[config.mk]
export PLATFORM = sky130hd
export DESIGN_NAME = llas_lamp_strap
export DESIGN_NICKNAME = d
export VERILOG_FILES = /design/src/llas_blink_div.v /design/src/llas_lamp_strap.v
export VERILOG_INCLUDE_DIRS = /design/src
export SDC_FILE = /design/constraint.sdc
export NUM_CORES = 1
export LEC_CHECK = 0
export ABC_CLOCK_PERIOD_IN_PS = 2120
export BUFFER_PORTS_ARGS = -buffer_cell sky130_fd_sc_hd__buf_2
export CELL_PAD_IN_SITES_DETAIL_PLACEMENT = 1
export CELL_PAD_IN_SITES_GLOBAL_PLACEMENT = 1
export CORE_MARGIN = 1.5
export CORE_UTILIZATION = 32
export DETAILED_ROUTE_END_ITERATION = 10
export PLACE_DENSITY = 0.7
export SLEW_MARGIN = 20
export SYNTH_ARGS = -nofsm -noshare
export SYNTH_HDL_FRONTEND = slang
export SYNTH_SLANG_ARGS = --single-unit
[constraint.sdc]
create_clock -name clk -period 2.12 [get_ports clk]
set_input_delay 0.424 -clock clk [delete_from_list [all_inputs] [get_ports clk]]
set_output_delay 0.424 -clock clk [all_outputs]
set_load 0.005 [all_outputs]
[src/llas_map.vh]
// register map, field positions, reset values and timing counts of the lamp and strap block
`ifndef LLAS_MAP_VH
`define LLAS_MAP_VH
`define LLAS_CTRL_IDX 6'h00
`define LLAS_LAMP_IDX 6'h1e
`define LLAS_STAT_IDX 6'h1f
`define LLAS_CTRL_ADDR {`LLAS_CTRL_IDX, 2'h0}
`define LLAS_LAMP_ADDR {`LLAS_LAMP_IDX, 2'h0}
`define LLAS_STAT_ADDR {`LLAS_STAT_IDX, 2'h0}
`define LLAS_ANEN_BIT 12
`define LLAS_MODE_HI 15
`define LLAS_MODE_LO 14
`define LLAS_STAT_LINK 0
`define LLAS_STAT_ACT 1
`define LLAS_STAT_FIBER 2
`define LLAS_STAT_STRAP 3
`define LLAS_CTRL_RST 16'h0000
`define LLAS_MODE_RST 2'h0
`define LLAS_MODE_LINKACT 2'h0
`define LLAS_MODE_LINK 2'h1
`define LLAS_BLINK_MS 50
`define LLAS_CLK_KHZ 25000
`define LLAS_BLINK_CYC (`LLAS_BLINK_MS * `LLAS_CLK_KHZ)
`define LLAS_RESP_OKAY 2'h0
`define LLAS_RESP_SLVERR 2'h2
`endif
[src/llas_blink_div.v]
// blink divider: one-cycle enable pulse every period cycles
`timescale 1ns/1ps
`include "llas_map.vh"
module llas_blink_div #(
	parameter PERIOD = `LLAS_BLINK_CYC
) (
	// clock and reset
	input wire clk,
	input wire rstn,
	// enable pulse out
	output reg tick
);
	reg [23:0] cnt_q;
	always @(posedge clk) begin
		if (!rstn) begin
			cnt_q <= 24'h000000;
			tick <= 1'b0;
		end else if (cnt_q >= PERIOD[23:0] - 24'h000001) begin
			cnt_q <= 24'h000000;
			tick <= 1'b1;
		end else begin
			cnt_q <= cnt_q + 24'h000001;
			tick <= 1'b0;
		end
	end
endmodule

[src/llas_lamp_strap.v]
// status lamp pin with auto-negotiation strap, axi4-lite register slave
// Summary of operation
// - the lamp pin level sampled during reset is loaded into control bit 12 as autoneg enable in the first cycle after reset is released.
// - with fiber mode select at 0 the sampled strap level becomes the autoneg enable bit.
// - with fiber mode select at 1 autoneg enable is forced off whatever the strap level.
// - the lamp behaviour is chosen by the two-bit mode field in bits 15 to 14 of the lamp register.
// - mode 00 lamp high without link, low with link, toggling on activity; mode 01 ignores activity.
`timescale 1ns/1ps
`include "llas_map.vh"
module llas_lamp_strap #(
	parameter BLINK_CYC = `LLAS_BLINK_CYC
) (
	// clock and reset
	input wire clk,
	input wire rstn,
	// lamp pin
	input wire statusLampIn,
	output reg statusLampOut,
	output reg statusLampOe,
	output reg statusLampPullup,
	// phy status and strap inputs
	input wire linkUp,
	input wire activity,
	input wire fiberModeSelect,
	// control output
	output reg autonegEnable,
	// axi4-lite write address
	input wire [7:0] s_axi_awaddr,
	input wire s_axi_awvalid,
	output reg s_axi_awready,
	// axi4-lite write data
	input wire [31:0] s_axi_wdata,
	input wire [3:0] s_axi_wstrb,
	input wire s_axi_wvalid,
	output reg s_axi_wready,
	// axi4-lite write response
	output reg [1:0] s_axi_bresp,
	output reg s_axi_bvalid,
	input wire s_axi_bready,
	// axi4-lite read address
	input wire [7:0] s_axi_araddr,
	input wire s_axi_arvalid,
	output reg s_axi_arready,
	// axi4-lite read data
	output reg [31:0] s_axi_rdata,
	output reg [1:0] s_axi_rresp,
	output reg s_axi_rvalid,
	input wire s_axi_rready
);
	reg [1:0] pinSync_q;
	reg [1:0] linkSync_q;
	reg [1:0] actSync_q;
	reg [1:0] fiberSync_q;
	reg [15:0] ctrl_q;
	reg [1:0] lampMode_q;
	reg inReset_q;
	reg blink_q;
	reg [7:0] awaddr_q;
	reg [31:0] wdata_q;
	reg [3:0] wstrb_q;
	reg awHave_q;
	reg wHave_q;
	wire blinkTick;
	wire pinLevel = pinSync_q[1];
	wire linkLevel = linkSync_q[1];
	wire actLevel = actSync_q[1];
	wire fiberLevel = fiberSync_q[1];
	wire wrGo = awHave_q && wHave_q && !s_axi_bvalid;
	wire strapAnen = fiberLevel ? 1'b0 : pinLevel;
	reg lampNext;

	llas_blink_div #(
		.PERIOD(BLINK_CYC)
	) u_div (
		.clk(clk),
		.rstn(rstn),
		.tick(blinkTick)
	);

	// pin and status synchronisers, first stage read only by second
	always @(posedge clk) begin
		pinSync_q <= {pinSync_q[0], statusLampIn};
		linkSync_q <= {linkSync_q[0], linkUp};
		actSync_q <= {actSync_q[0], activity};
		fiberSync_q <= {fiberSync_q[0], fiberModeSelect};
	end

	always @(posedge clk) begin
		if (!rstn) begin
			inReset_q <= 1'b1;
			statusLampOe <= 1'b0;
			statusLampPullup <= 1'b1;
		end else begin
			inReset_q <= 1'b0;
			statusLampOe <= 1'b1;
			statusLampPullup <= 1'b0;
		end
	end

	always @* begin
		lampNext = 1'b1;
		case (lampMode_q)
			`LLAS_MODE_LINKACT: begin
				lampNext = !linkLevel ? 1'b1 : (actLevel ? blink_q : 1'b0);
			end
			`LLAS_MODE_LINK: begin
				lampNext = !linkLevel;
			end
			default: begin
				// reserved modes keep the lamp off
				lampNext = 1'b1;
			end
		endcase
	end

	always @(posedge clk) begin
		if (!rstn) begin
			blink_q <= 1'b0;
			statusLampOut <= 1'b1;
		end else begin
			if (blinkTick) begin
				blink_q <= !blink_q;
			end
			statusLampOut <= lampNext;
		end
	end

	// control register, strap loaded in the first cycle after reset is released
	always @(posedge clk) begin
		if (!rstn) begin
			ctrl_q <= `LLAS_CTRL_RST;
			lampMode_q <= `LLAS_MODE_RST;
			autonegEnable <= 1'b0;
		end else begin
			if (inReset_q) begin
				ctrl_q[`LLAS_ANEN_BIT] <= strapAnen;
			end else if (wrGo && awaddr_q == `LLAS_CTRL_ADDR) begin
				if (wstrb_q[0]) begin
					ctrl_q[7:0] <= wdata_q[7:0];
				end
				if (wstrb_q[1]) begin
					ctrl_q[15:8] <= wdata_q[15:8];
				end
			end
			if (!inReset_q && wrGo && awaddr_q == `LLAS_LAMP_ADDR && wstrb_q[1]) begin
				lampMode_q <= wdata_q[`LLAS_MODE_HI:`LLAS_MODE_LO];
			end
			autonegEnable <= inReset_q ? strapAnen : ctrl_q[`LLAS_ANEN_BIT];
		end
	end

	// write channel: address and data taken in either order
	always @(posedge clk) begin
		if (!rstn) begin
			awHave_q <= 1'b0;
			wHave_q <= 1'b0;
			awaddr_q <= 8'h00;
			wdata_q <= 32'h00000000;
			wstrb_q <= 4'h0;
			s_axi_awready <= 1'b0;
			s_axi_wready <= 1'b0;
			s_axi_bvalid <= 1'b0;
			s_axi_bresp <= `LLAS_RESP_OKAY;
		end else begin
			s_axi_awready <= !awHave_q && !s_axi_awready && s_axi_awvalid;
			s_axi_wready <= !wHave_q && !s_axi_wready && s_axi_wvalid;
			if (s_axi_awvalid && s_axi_awready) begin
				awHave_q <= 1'b1;
				awaddr_q <= {s_axi_awaddr[7:2], 2'h0};
			end
			if (s_axi_wvalid && s_axi_wready) begin
				wHave_q <= 1'b1;
				wdata_q <= s_axi_wdata;
				wstrb_q <= s_axi_wstrb;
			end
			if (wrGo) begin
				awHave_q <= 1'b0;
				wHave_q <= 1'b0;
				s_axi_bvalid <= 1'b1;
				if (awaddr_q == `LLAS_CTRL_ADDR || awaddr_q == `LLAS_LAMP_ADDR) begin
					s_axi_bresp <= `LLAS_RESP_OKAY;
				end else if (awaddr_q == `LLAS_STAT_ADDR) begin
					s_axi_bresp <= `LLAS_RESP_OKAY;
				end else begin
					s_axi_bresp <= `LLAS_RESP_SLVERR;
				end
			end else if (s_axi_bvalid && s_axi_bready) begin
				s_axi_bvalid <= 1'b0;
			end
		end
	end

	// read channel, one read at a time
	always @(posedge clk) begin
		if (!rstn) begin
			s_axi_arready <= 1'b0;
			s_axi_rvalid <= 1'b0;
			s_axi_rdata <= 32'h00000000;
			s_axi_rresp <= `LLAS_RESP_OKAY;
		end else begin
			s_axi_arready <= !s_axi_rvalid && !s_axi_arready && s_axi_arvalid;
			if (s_axi_arvalid && s_axi_arready) begin
				s_axi_rvalid <= 1'b1;
				s_axi_rresp <= `LLAS_RESP_OKAY;
				if (s_axi_araddr[7:2] == `LLAS_CTRL_IDX) begin
					s_axi_rdata <= {16'h0000, ctrl_q};
				end else if (s_axi_araddr[7:2] == `LLAS_LAMP_IDX) begin
					s_axi_rdata <= {16'h0000, lampMode_q, 14'h0000};
				end else if (s_axi_araddr[7:2] == `LLAS_STAT_IDX) begin
					s_axi_rdata <= {27'h0000000, statusLampOut, pinLevel, fiberLevel,
						actLevel, linkLevel};
				end else begin
					s_axi_rdata <= 32'h00000000;
					s_axi_rresp <= `LLAS_RESP_SLVERR;
				end
			end else if (s_axi_rvalid && s_axi_rready) begin
				s_axi_rvalid <= 1'b0;
			end
		end
	end
endmodule

==> metrics.yaml, run 1 <==
clock_network:
  cts_tree: "yes"
  cts_buffers: 9
  cts.sink_count: 105
  cts_setup_buffers: 0
  clock_path_buffers: 2
  path_clk_slew_ns: 0.07
  clk_latency_ns: 0.35
  cts-root-buf: "clkbuf_16"
  cts_hold_buf: 0
  htreeDepth: 3
  cts_resized: 0
pwr:
  powerDensity_nw_per_um2: 827
  irDropWorstVdd_mv: 0.360
  p_leak_nw: 1.99
placed_design:
  io_buffer_count: 67
  post-dp-hpwl_mm: 7.36
  placed_area_um2: 4600
  gp_congestion: 0.778
global_route:
  grt_overflow_total: 0
  grt_max_degree: 58
  grt_pass1_wl_mm: 16.8
  grt_pass1_vias: 3368
  grt.total_usage: 0.161
  antenna_found_initial: 0
die:
  start_util: 0.327
  fp.coreArea_um2: 12600
  std_cell_rows: 41
  die_y_um: 117
  die_w_um: 117
  die_area_um2: 13600
  ios: 108
route:
  drc_errors: 0
  via_per_inst: 4.83
  postRouteAntennaNets: 0
  wirelength_mm: 10.3
  detailroute.via_count: 3384
  wl_met3_um: 389
  wl_met2_mm: 5.14
  wire_per_inst_um: 14.8
  firstDrtPassIters: 4
  drtIter0Drc: 141
  highest_layer: "met4"
  wl_met1_mm: 4.67
sta:
  period_share: 0.928
  finalCriticalPeriod_ns: 1.97
  worstMarginPinSlew_ns: 0.893
  relSlewSlack: 0.399
  drv_slew: 0
  finalSetupViolCount: 0
  skew_ns: 0.00888
  max_freq_ghz: 0.509
  grt_setup_unrepaired: "false"
  hold_slack_ns: 0.173
  finalSetupTns_ns: 0
  hold_violations: 0
logic_synthesis:
  synth_seq_cells: 105
  synth.distinct_cells: 47
  synth_edf_count: 0
  syn_area_per_cell_um2: 9.05
  ys_warn_count: 0
  ys_seq_area_frac: 0.509
  ys.flop_type: "dfxtp_1"
  synth.cell_area_um2: 4130
  synth_top_area_frac: 0.509
  synthTopCellsByArea: "dfxtp_1, nand2_1, a21oi_1, mux2i_1, buf_4"
  synth_top_area_cell: "dfxtp_1"
  async_flop_share: 0
  synthCells: 456
layout:
  areaGrowthSynthToFinish_pct: 19.5
  final_cell_area_um2: 4930
  layout.nets: 587
  diodes: 0
  fillers: 1511
  drive_above_1_share: 0.205
job:
  drv_cap: 0
worst_setup_path:
  setup.worst_path.end_class: "flop"
  arrival_ns: 2.23
  cp.required_ns: 2.39
  path_max_fanout: 9
  r2r_end: "u_div.cnt_q[18]$_SDFF_PP0_"
  r2r-start: "u_div.cnt_q[2]$_SDFF_PP0_"
  crit_path_start_kind: "flop"
  r2r_setup_slack_ns: 0.15
  reg2regPathDepth: 4
  crit_start: "u_div.cnt_q[2]$_SDFF_PP0_"
  path_class: "flop to flop"
min_path:
  hp-start: "linkUp"
  min_path_cells: 1
  min_path_type: "input pin to flop"
  hold_end: "linkSync_q[0]$_DFF_P_"
run_status:
  status: "completed"
==> where the power goes <==
part           switching (mW)  internal (mW)  total [mW]
Sequential             0.0317           2.02        2.05
Combinational           0.126         0.0798       0.206
Clock                   0.749           1.07        1.82
Total                   0.907           3.17        4.08
==> synth_stat cells (2+ instances only) <==
| library cell | n |
|---|---|
| inv_1 | 8 |
| and4_1 | 2 |
| nor3_1 | 19 |
| nand4_2 | 4 |
| buf_2 | 4 |
| dfxtp_1 | 105 |
| a221oi_1 | 7 |
| clkbuf_1 | 15 |
| a211oi_2 | 4 |
| buf_4 | 20 |
| xnor2_1 | 3 |
| and2_1 | 5 |
| a211oi_1 | 5 |
| or4_1 | 5 |
| nand2b_1 | 5 |
| xor2_1 | 8 |
| o21ai_0 | 14 |
| a21oi_1 | 40 |
| or3_1 | 5 |
| nor2_1 | 32 |
| o31ai_1 | 3 |
| nor4_1 | 4 |
| mux2i_1 | 17 |
| nand3_1 | 22 |
| nand4_1 | 7 |
| nand2_1 | 69 |
| nand3b_1 | 2 |
| buf_1 | 3 |
==> registers in the layout, indices dropped and copies added, names as in the netlist, 2 cells and up <==
signal and flops:
pinSync_q 2, wdata_q 16, actSync_q 2, u_div.cnt_q 24, lampMode_q 2, wstrb_q 2, fiberSync_q 2, awaddr_q 6
ctrl_q 16, s_axi_rdata 16, linkSync_q 2
==> final cells by class <==
cell class              instances  area (um2)  share of cell area
repair buffers                 78         418              0.0847
well taps                     172         215              0.0436
inverters                       8        30.0             0.00609
clock buffers                  10         239              0.0485
flip-flops and latches        105        2100               0.426
multi-input cells             321        1840               0.372
clock inverters                 6        91.3              0.0185
==> routing by layer <==
metal  GRT usage  up-vias
li1            -     1686
met1       0.196     1635
met2       0.277       57
met3      0.0415        6
met4      0.0554        0
met5           0        -
==> worst max-delay path: stages (launching register included) <==
cell and delay, ns:
dfxtp_1 0.43, and4_1 0.47, nand4_2 0.28, or4_1 0.48, a211oi_2 0.22
==> per-stage QoR <==
| stage | cells | power [mW] | utilization | setup WS (ns) |
|---|---|---|---|---|
| after CTS | 700 | 4.13 | 0.391 | 0.155 |
| after global routing | 700 | 4.25 | 0.391 | 0.00137 |
| after detailed placement | 684 | 2.30 | 0.365 | 0.186 |
| final | 700 | 4.08 | 0.391 | 0.154 |
| after global placement | 684 | 2.29 | 0.365 | 0.286 |
| after floorplan | 476 | 2.22 | - | 0.430 |
==> worst max path at each step <==
stage / to / cells after the start
final: u_div.cnt_q[18]$_SDFF_PP0_ / 4
after global routing: u_div.cnt_q[18]$_SDFF_PP0_ / 4
after floorplan: s_axi_rdata[5]$_SDFFE_PN0P_ / 5
after CTS: u_div.cnt_q[18]$_SDFF_PP0_ / 4
after global placement: u_div.cnt_q[18]$_SDFF_PP0_ / 4
after detailed placement: u_div.cnt_q[18]$_SDFF_PP0_ / 4
==> cell usage in the layout, fill, tap and decap left out, types with 5 or more instances in the layout <==
master / n
nand4_1: 7
buf_4: 11
nand2_1: 69
or4_1: 5
conb_1: 21
nand3_1: 22
nor3_1: 19
a21oi_1: 40
a221oi_1: 7
or3_1: 5
nor2_1: 32
inv_1: 8
o21ai_0: 14
mux2i_1: 17
a211oi_1: 5
dfxtp_1: 105
xor2_1: 8
nand2b_1: 5
and2_1: 5
clkbuf_16: 9
buf_2: 67
==> cell families after synthesis <==
kind of cell	synth area share
AND/OR/NAND/NOR	0.234
flip-flops	0.509
AO/OA/AOI/OAI	0.120
buffers and inverters	0.0649
multiplexers	0.0440
XOR/XNOR	0.0233
adder cells (fa/ha/maj)	0.00303
other	0.000909
Note: power is estimated with default switching activity, not from simulation.
==> run 2, diff against run 1 <==
--- a/config.mk
+++ b/config.mk
@@ -8,12 +8,11 @@
 export LEC_CHECK = 0
 export ABC_CLOCK_PERIOD_IN_PS = 2120
 export BUFFER_PORTS_ARGS = -buffer_cell sky130_fd_sc_hd__buf_2
-export CELL_PAD_IN_SITES_DETAIL_PLACEMENT = 1
-export CELL_PAD_IN_SITES_GLOBAL_PLACEMENT = 1
+export CORE_ASPECT_RATIO = 1.2
 export CORE_MARGIN = 1.5
 export CORE_UTILIZATION = 32
 export DETAILED_ROUTE_END_ITERATION = 10
-export PLACE_DENSITY = 0.7
+export PLACE_DENSITY = 0.56
 export SLEW_MARGIN = 20
 export SYNTH_ARGS = -nofsm -noshare
 export SYNTH_HDL_FRONTEND = slang
==> run 2 against run 1 <==
Effect of this change:
- wire length decreased by 12%
- final cell count shrank 1.1%
- first-iteration DRC count is 26% higher
- non-clock buffer count unchanged
- worst hold slack improved by 0.0041 ns
- maximum frequency rose by 6.2%
- utilization is 0.32 points lower
==> metrics.yaml, run 2 (same netlist as run 1, synthesis figures left out) <==
layout:
  largest_reg_flops: 24
  fillers: 1304
  layout.nets: 587
  areaGrowthSynthToFinish_pct: 18.5
  final_cell_area_um2: 4890
  final_cell_mix: "dfxtp_1, nand2_1, buf_2, a21oi_1, nor2_1"
  layout_commonest_cell: "dfxtp_1"
  max_flop_register: "u_div.cnt_q"
  fin_cells: 692
  diodes: 0
  fin_util: 0.388
  drive_above_1_share: 0.201
die:
  start_util: 0.327
  die_area_um2: 13600
  die_y_um: 127
  ios: 108
  die_w_um: 107
  std_cell_rows: 45
  fp.coreArea_um2: 12600
clock_network:
  cts_hold_buf: 0
  clk_latency_ns: 0.35
  cts_buffers: 9
  htreeDepth: 3
  clock_path_buffers: 2
  cts_tree: "yes"
  cts_setup_buffers: 0
  cts.sink_count: 105
  cts_resized: 0
  path_clk_slew_ns: 0.07
  cts-root-buf: "clkbuf_16"
worst_setup_path:
  r2r-start: "u_div.cnt_q[2]$_SDFF_PP0_"
  path_class: "flop to flop"
  cp.required_ns: 2.39
  cpMaxStageDelayCell: "or4_1"
  crit_start: "u_div.cnt_q[2]$_SDFF_PP0_"
  r2r_setup_slack_ns: 0.27
  crit_path_start_kind: "flop"
  path_max_fanout: 9
  arrival_ns: 2.12
  setup.worst_path.end_class: "flop"
  r2r_end: "u_div.cnt_q[18]$_SDFF_PP0_"
  max_stage_delay_ns: 0.47
  crit_end: "u_div.cnt_q[18]$_SDFF_PP0_"
  crit_chain: "and4_1 > nand4_2 > or4_1 > a211oi_2"
  reg2regPathDepth: 4
min_path:
  min_path_type: "input pin to flop"
global_route:
  antenna_found_initial: 0
  grt_pass1_wl_mm: 15.2
  grt.total_usage: 0.141
  grt_overflow_total: 0
  grt_max_degree: 58
  grt_pass1_vias: 3214
sta:
  finalSetupTns_ns: 0
  hold_violations: 0
  drv_slew: 0
  worstMarginPinSlew_ns: 0.670
  grt_setup_unrepaired: "false"
  finalCriticalPeriod_ns: 1.85
  skew_ns: 0.00775
  max_freq_ghz: 0.540
  finalSetupViolCount: 0
  relSlewSlack: 0.553
  period_share: 0.874
route:
  wire_per_inst_um: 13.1
  firstDrtPassIters: 4
  postRouteAntennaNets: 0
  wirelength_mm: 9.05
  via_per_inst: 4.82
  detailroute.via_count: 3338
  drc_errors: 0
  drtIter0Drc: 177
run_status:
  status: "completed"
pwr:
  powerDensity_nw_per_um2: 802
  p_leak_nw: 1.98
  irDropWorstVdd_mv: 0.365
placed_design:
  io_buffer_count: 67
  numPlacedInstances: 676
  placed_area_um2: 4590
  post-dp-hpwl_mm: 6.48
  gp_congestion: 0.772
job:
  drv_cap: 0
-- run 2: cell type report --
class,instances,area [um2],area share
Clock buffer,11,233,0.0476
Clock inverter,5,63.8,0.0131
Inverter,8,30.0,0.00614
Multi-Input combinational cell,321,1840,0.376
Sequential cell,105,2100,0.430
Tap cell,164,205,0.0420
Timing Repair Buffer,78,418,0.0855
-- run 2: worst min path at each step --
| stage | endpoint | slack (ns) | cells past startpoint | from |
|---|---|---|---|---|
| after floorplan | actSync_q[1]$_DFF_P_ | 0.31 | 0 | actSync_q[0]$_DFF_P_ |
| after global placement | fiberSync_q[1]$_DFF_P_ | 0.31 | 0 | fiberSync_q[0]$_DFF_P_ |
| after detailed placement | pinSync_q[1]$_DFF_P_ | 0.31 | 0 | pinSync_q[0]$_DFF_P_ |
| after CTS | fiberSync_q[0]$_DFF_P_ | 0.17 | 1 | fiberModeSelect |
| after global routing | linkSync_q[0]$_DFF_P_ | 0.17 | 1 | linkUp |
| final | fiberSync_q[0]$_DFF_P_ | 0.18 | 1 | fiberModeSelect |
-- run 2: metrics by stage --
stage / hold slack [ns] / power (mW) / setup slack [ns]
4_1_cts: 0.168 / 3.96 / 0.265
5_1_grt: 0.168 / 4.07 / 0.0986
2_1_floorplan: 0.310 / 2.22 / 0.430
6_report: 0.177 / 3.92 / 0.268
3_3_place_gp: 0.314 / 2.29 / 0.295
3_5_place_dp: 0.312 / 2.30 / 0.272
-- run 2: critical path: cells and delay by family, from the launching register on --
kind | cells | cell delay [ns]
DFF | 1 | 0.40
and+or+nand+nor | 3 | 1.17
AOI/OAI and AO/OA | 1 | 0.21
-- run 2: where the power goes --
group | internal [mW] | switching (mW) | total (mW)
combinational | 0.0789 | 0.119 | 0.198
clock | 0.930 | 0.740 | 1.67
sequential | 2.02 | 0.0327 | 2.05
total | 3.03 | 0.891 | 3.92
-- run 2: metal layers --
| layer | up-vias | part of all wire | GRT usage | wire length, um |
|---|---|---|---|---|
| met3 | 16 | 0.040 | 0.0265 | 365 |
| met4 | 0 | 0.025 | 0.0722 | 222 |
| met5 | - | 0 | 0 | 0 |
| met1 | 1561 | 0.47 | 0.177 | 4230 |
| met2 | 71 | 0.47 | 0.231 | 4230 |
| li1 | 1690 | - | - | - |
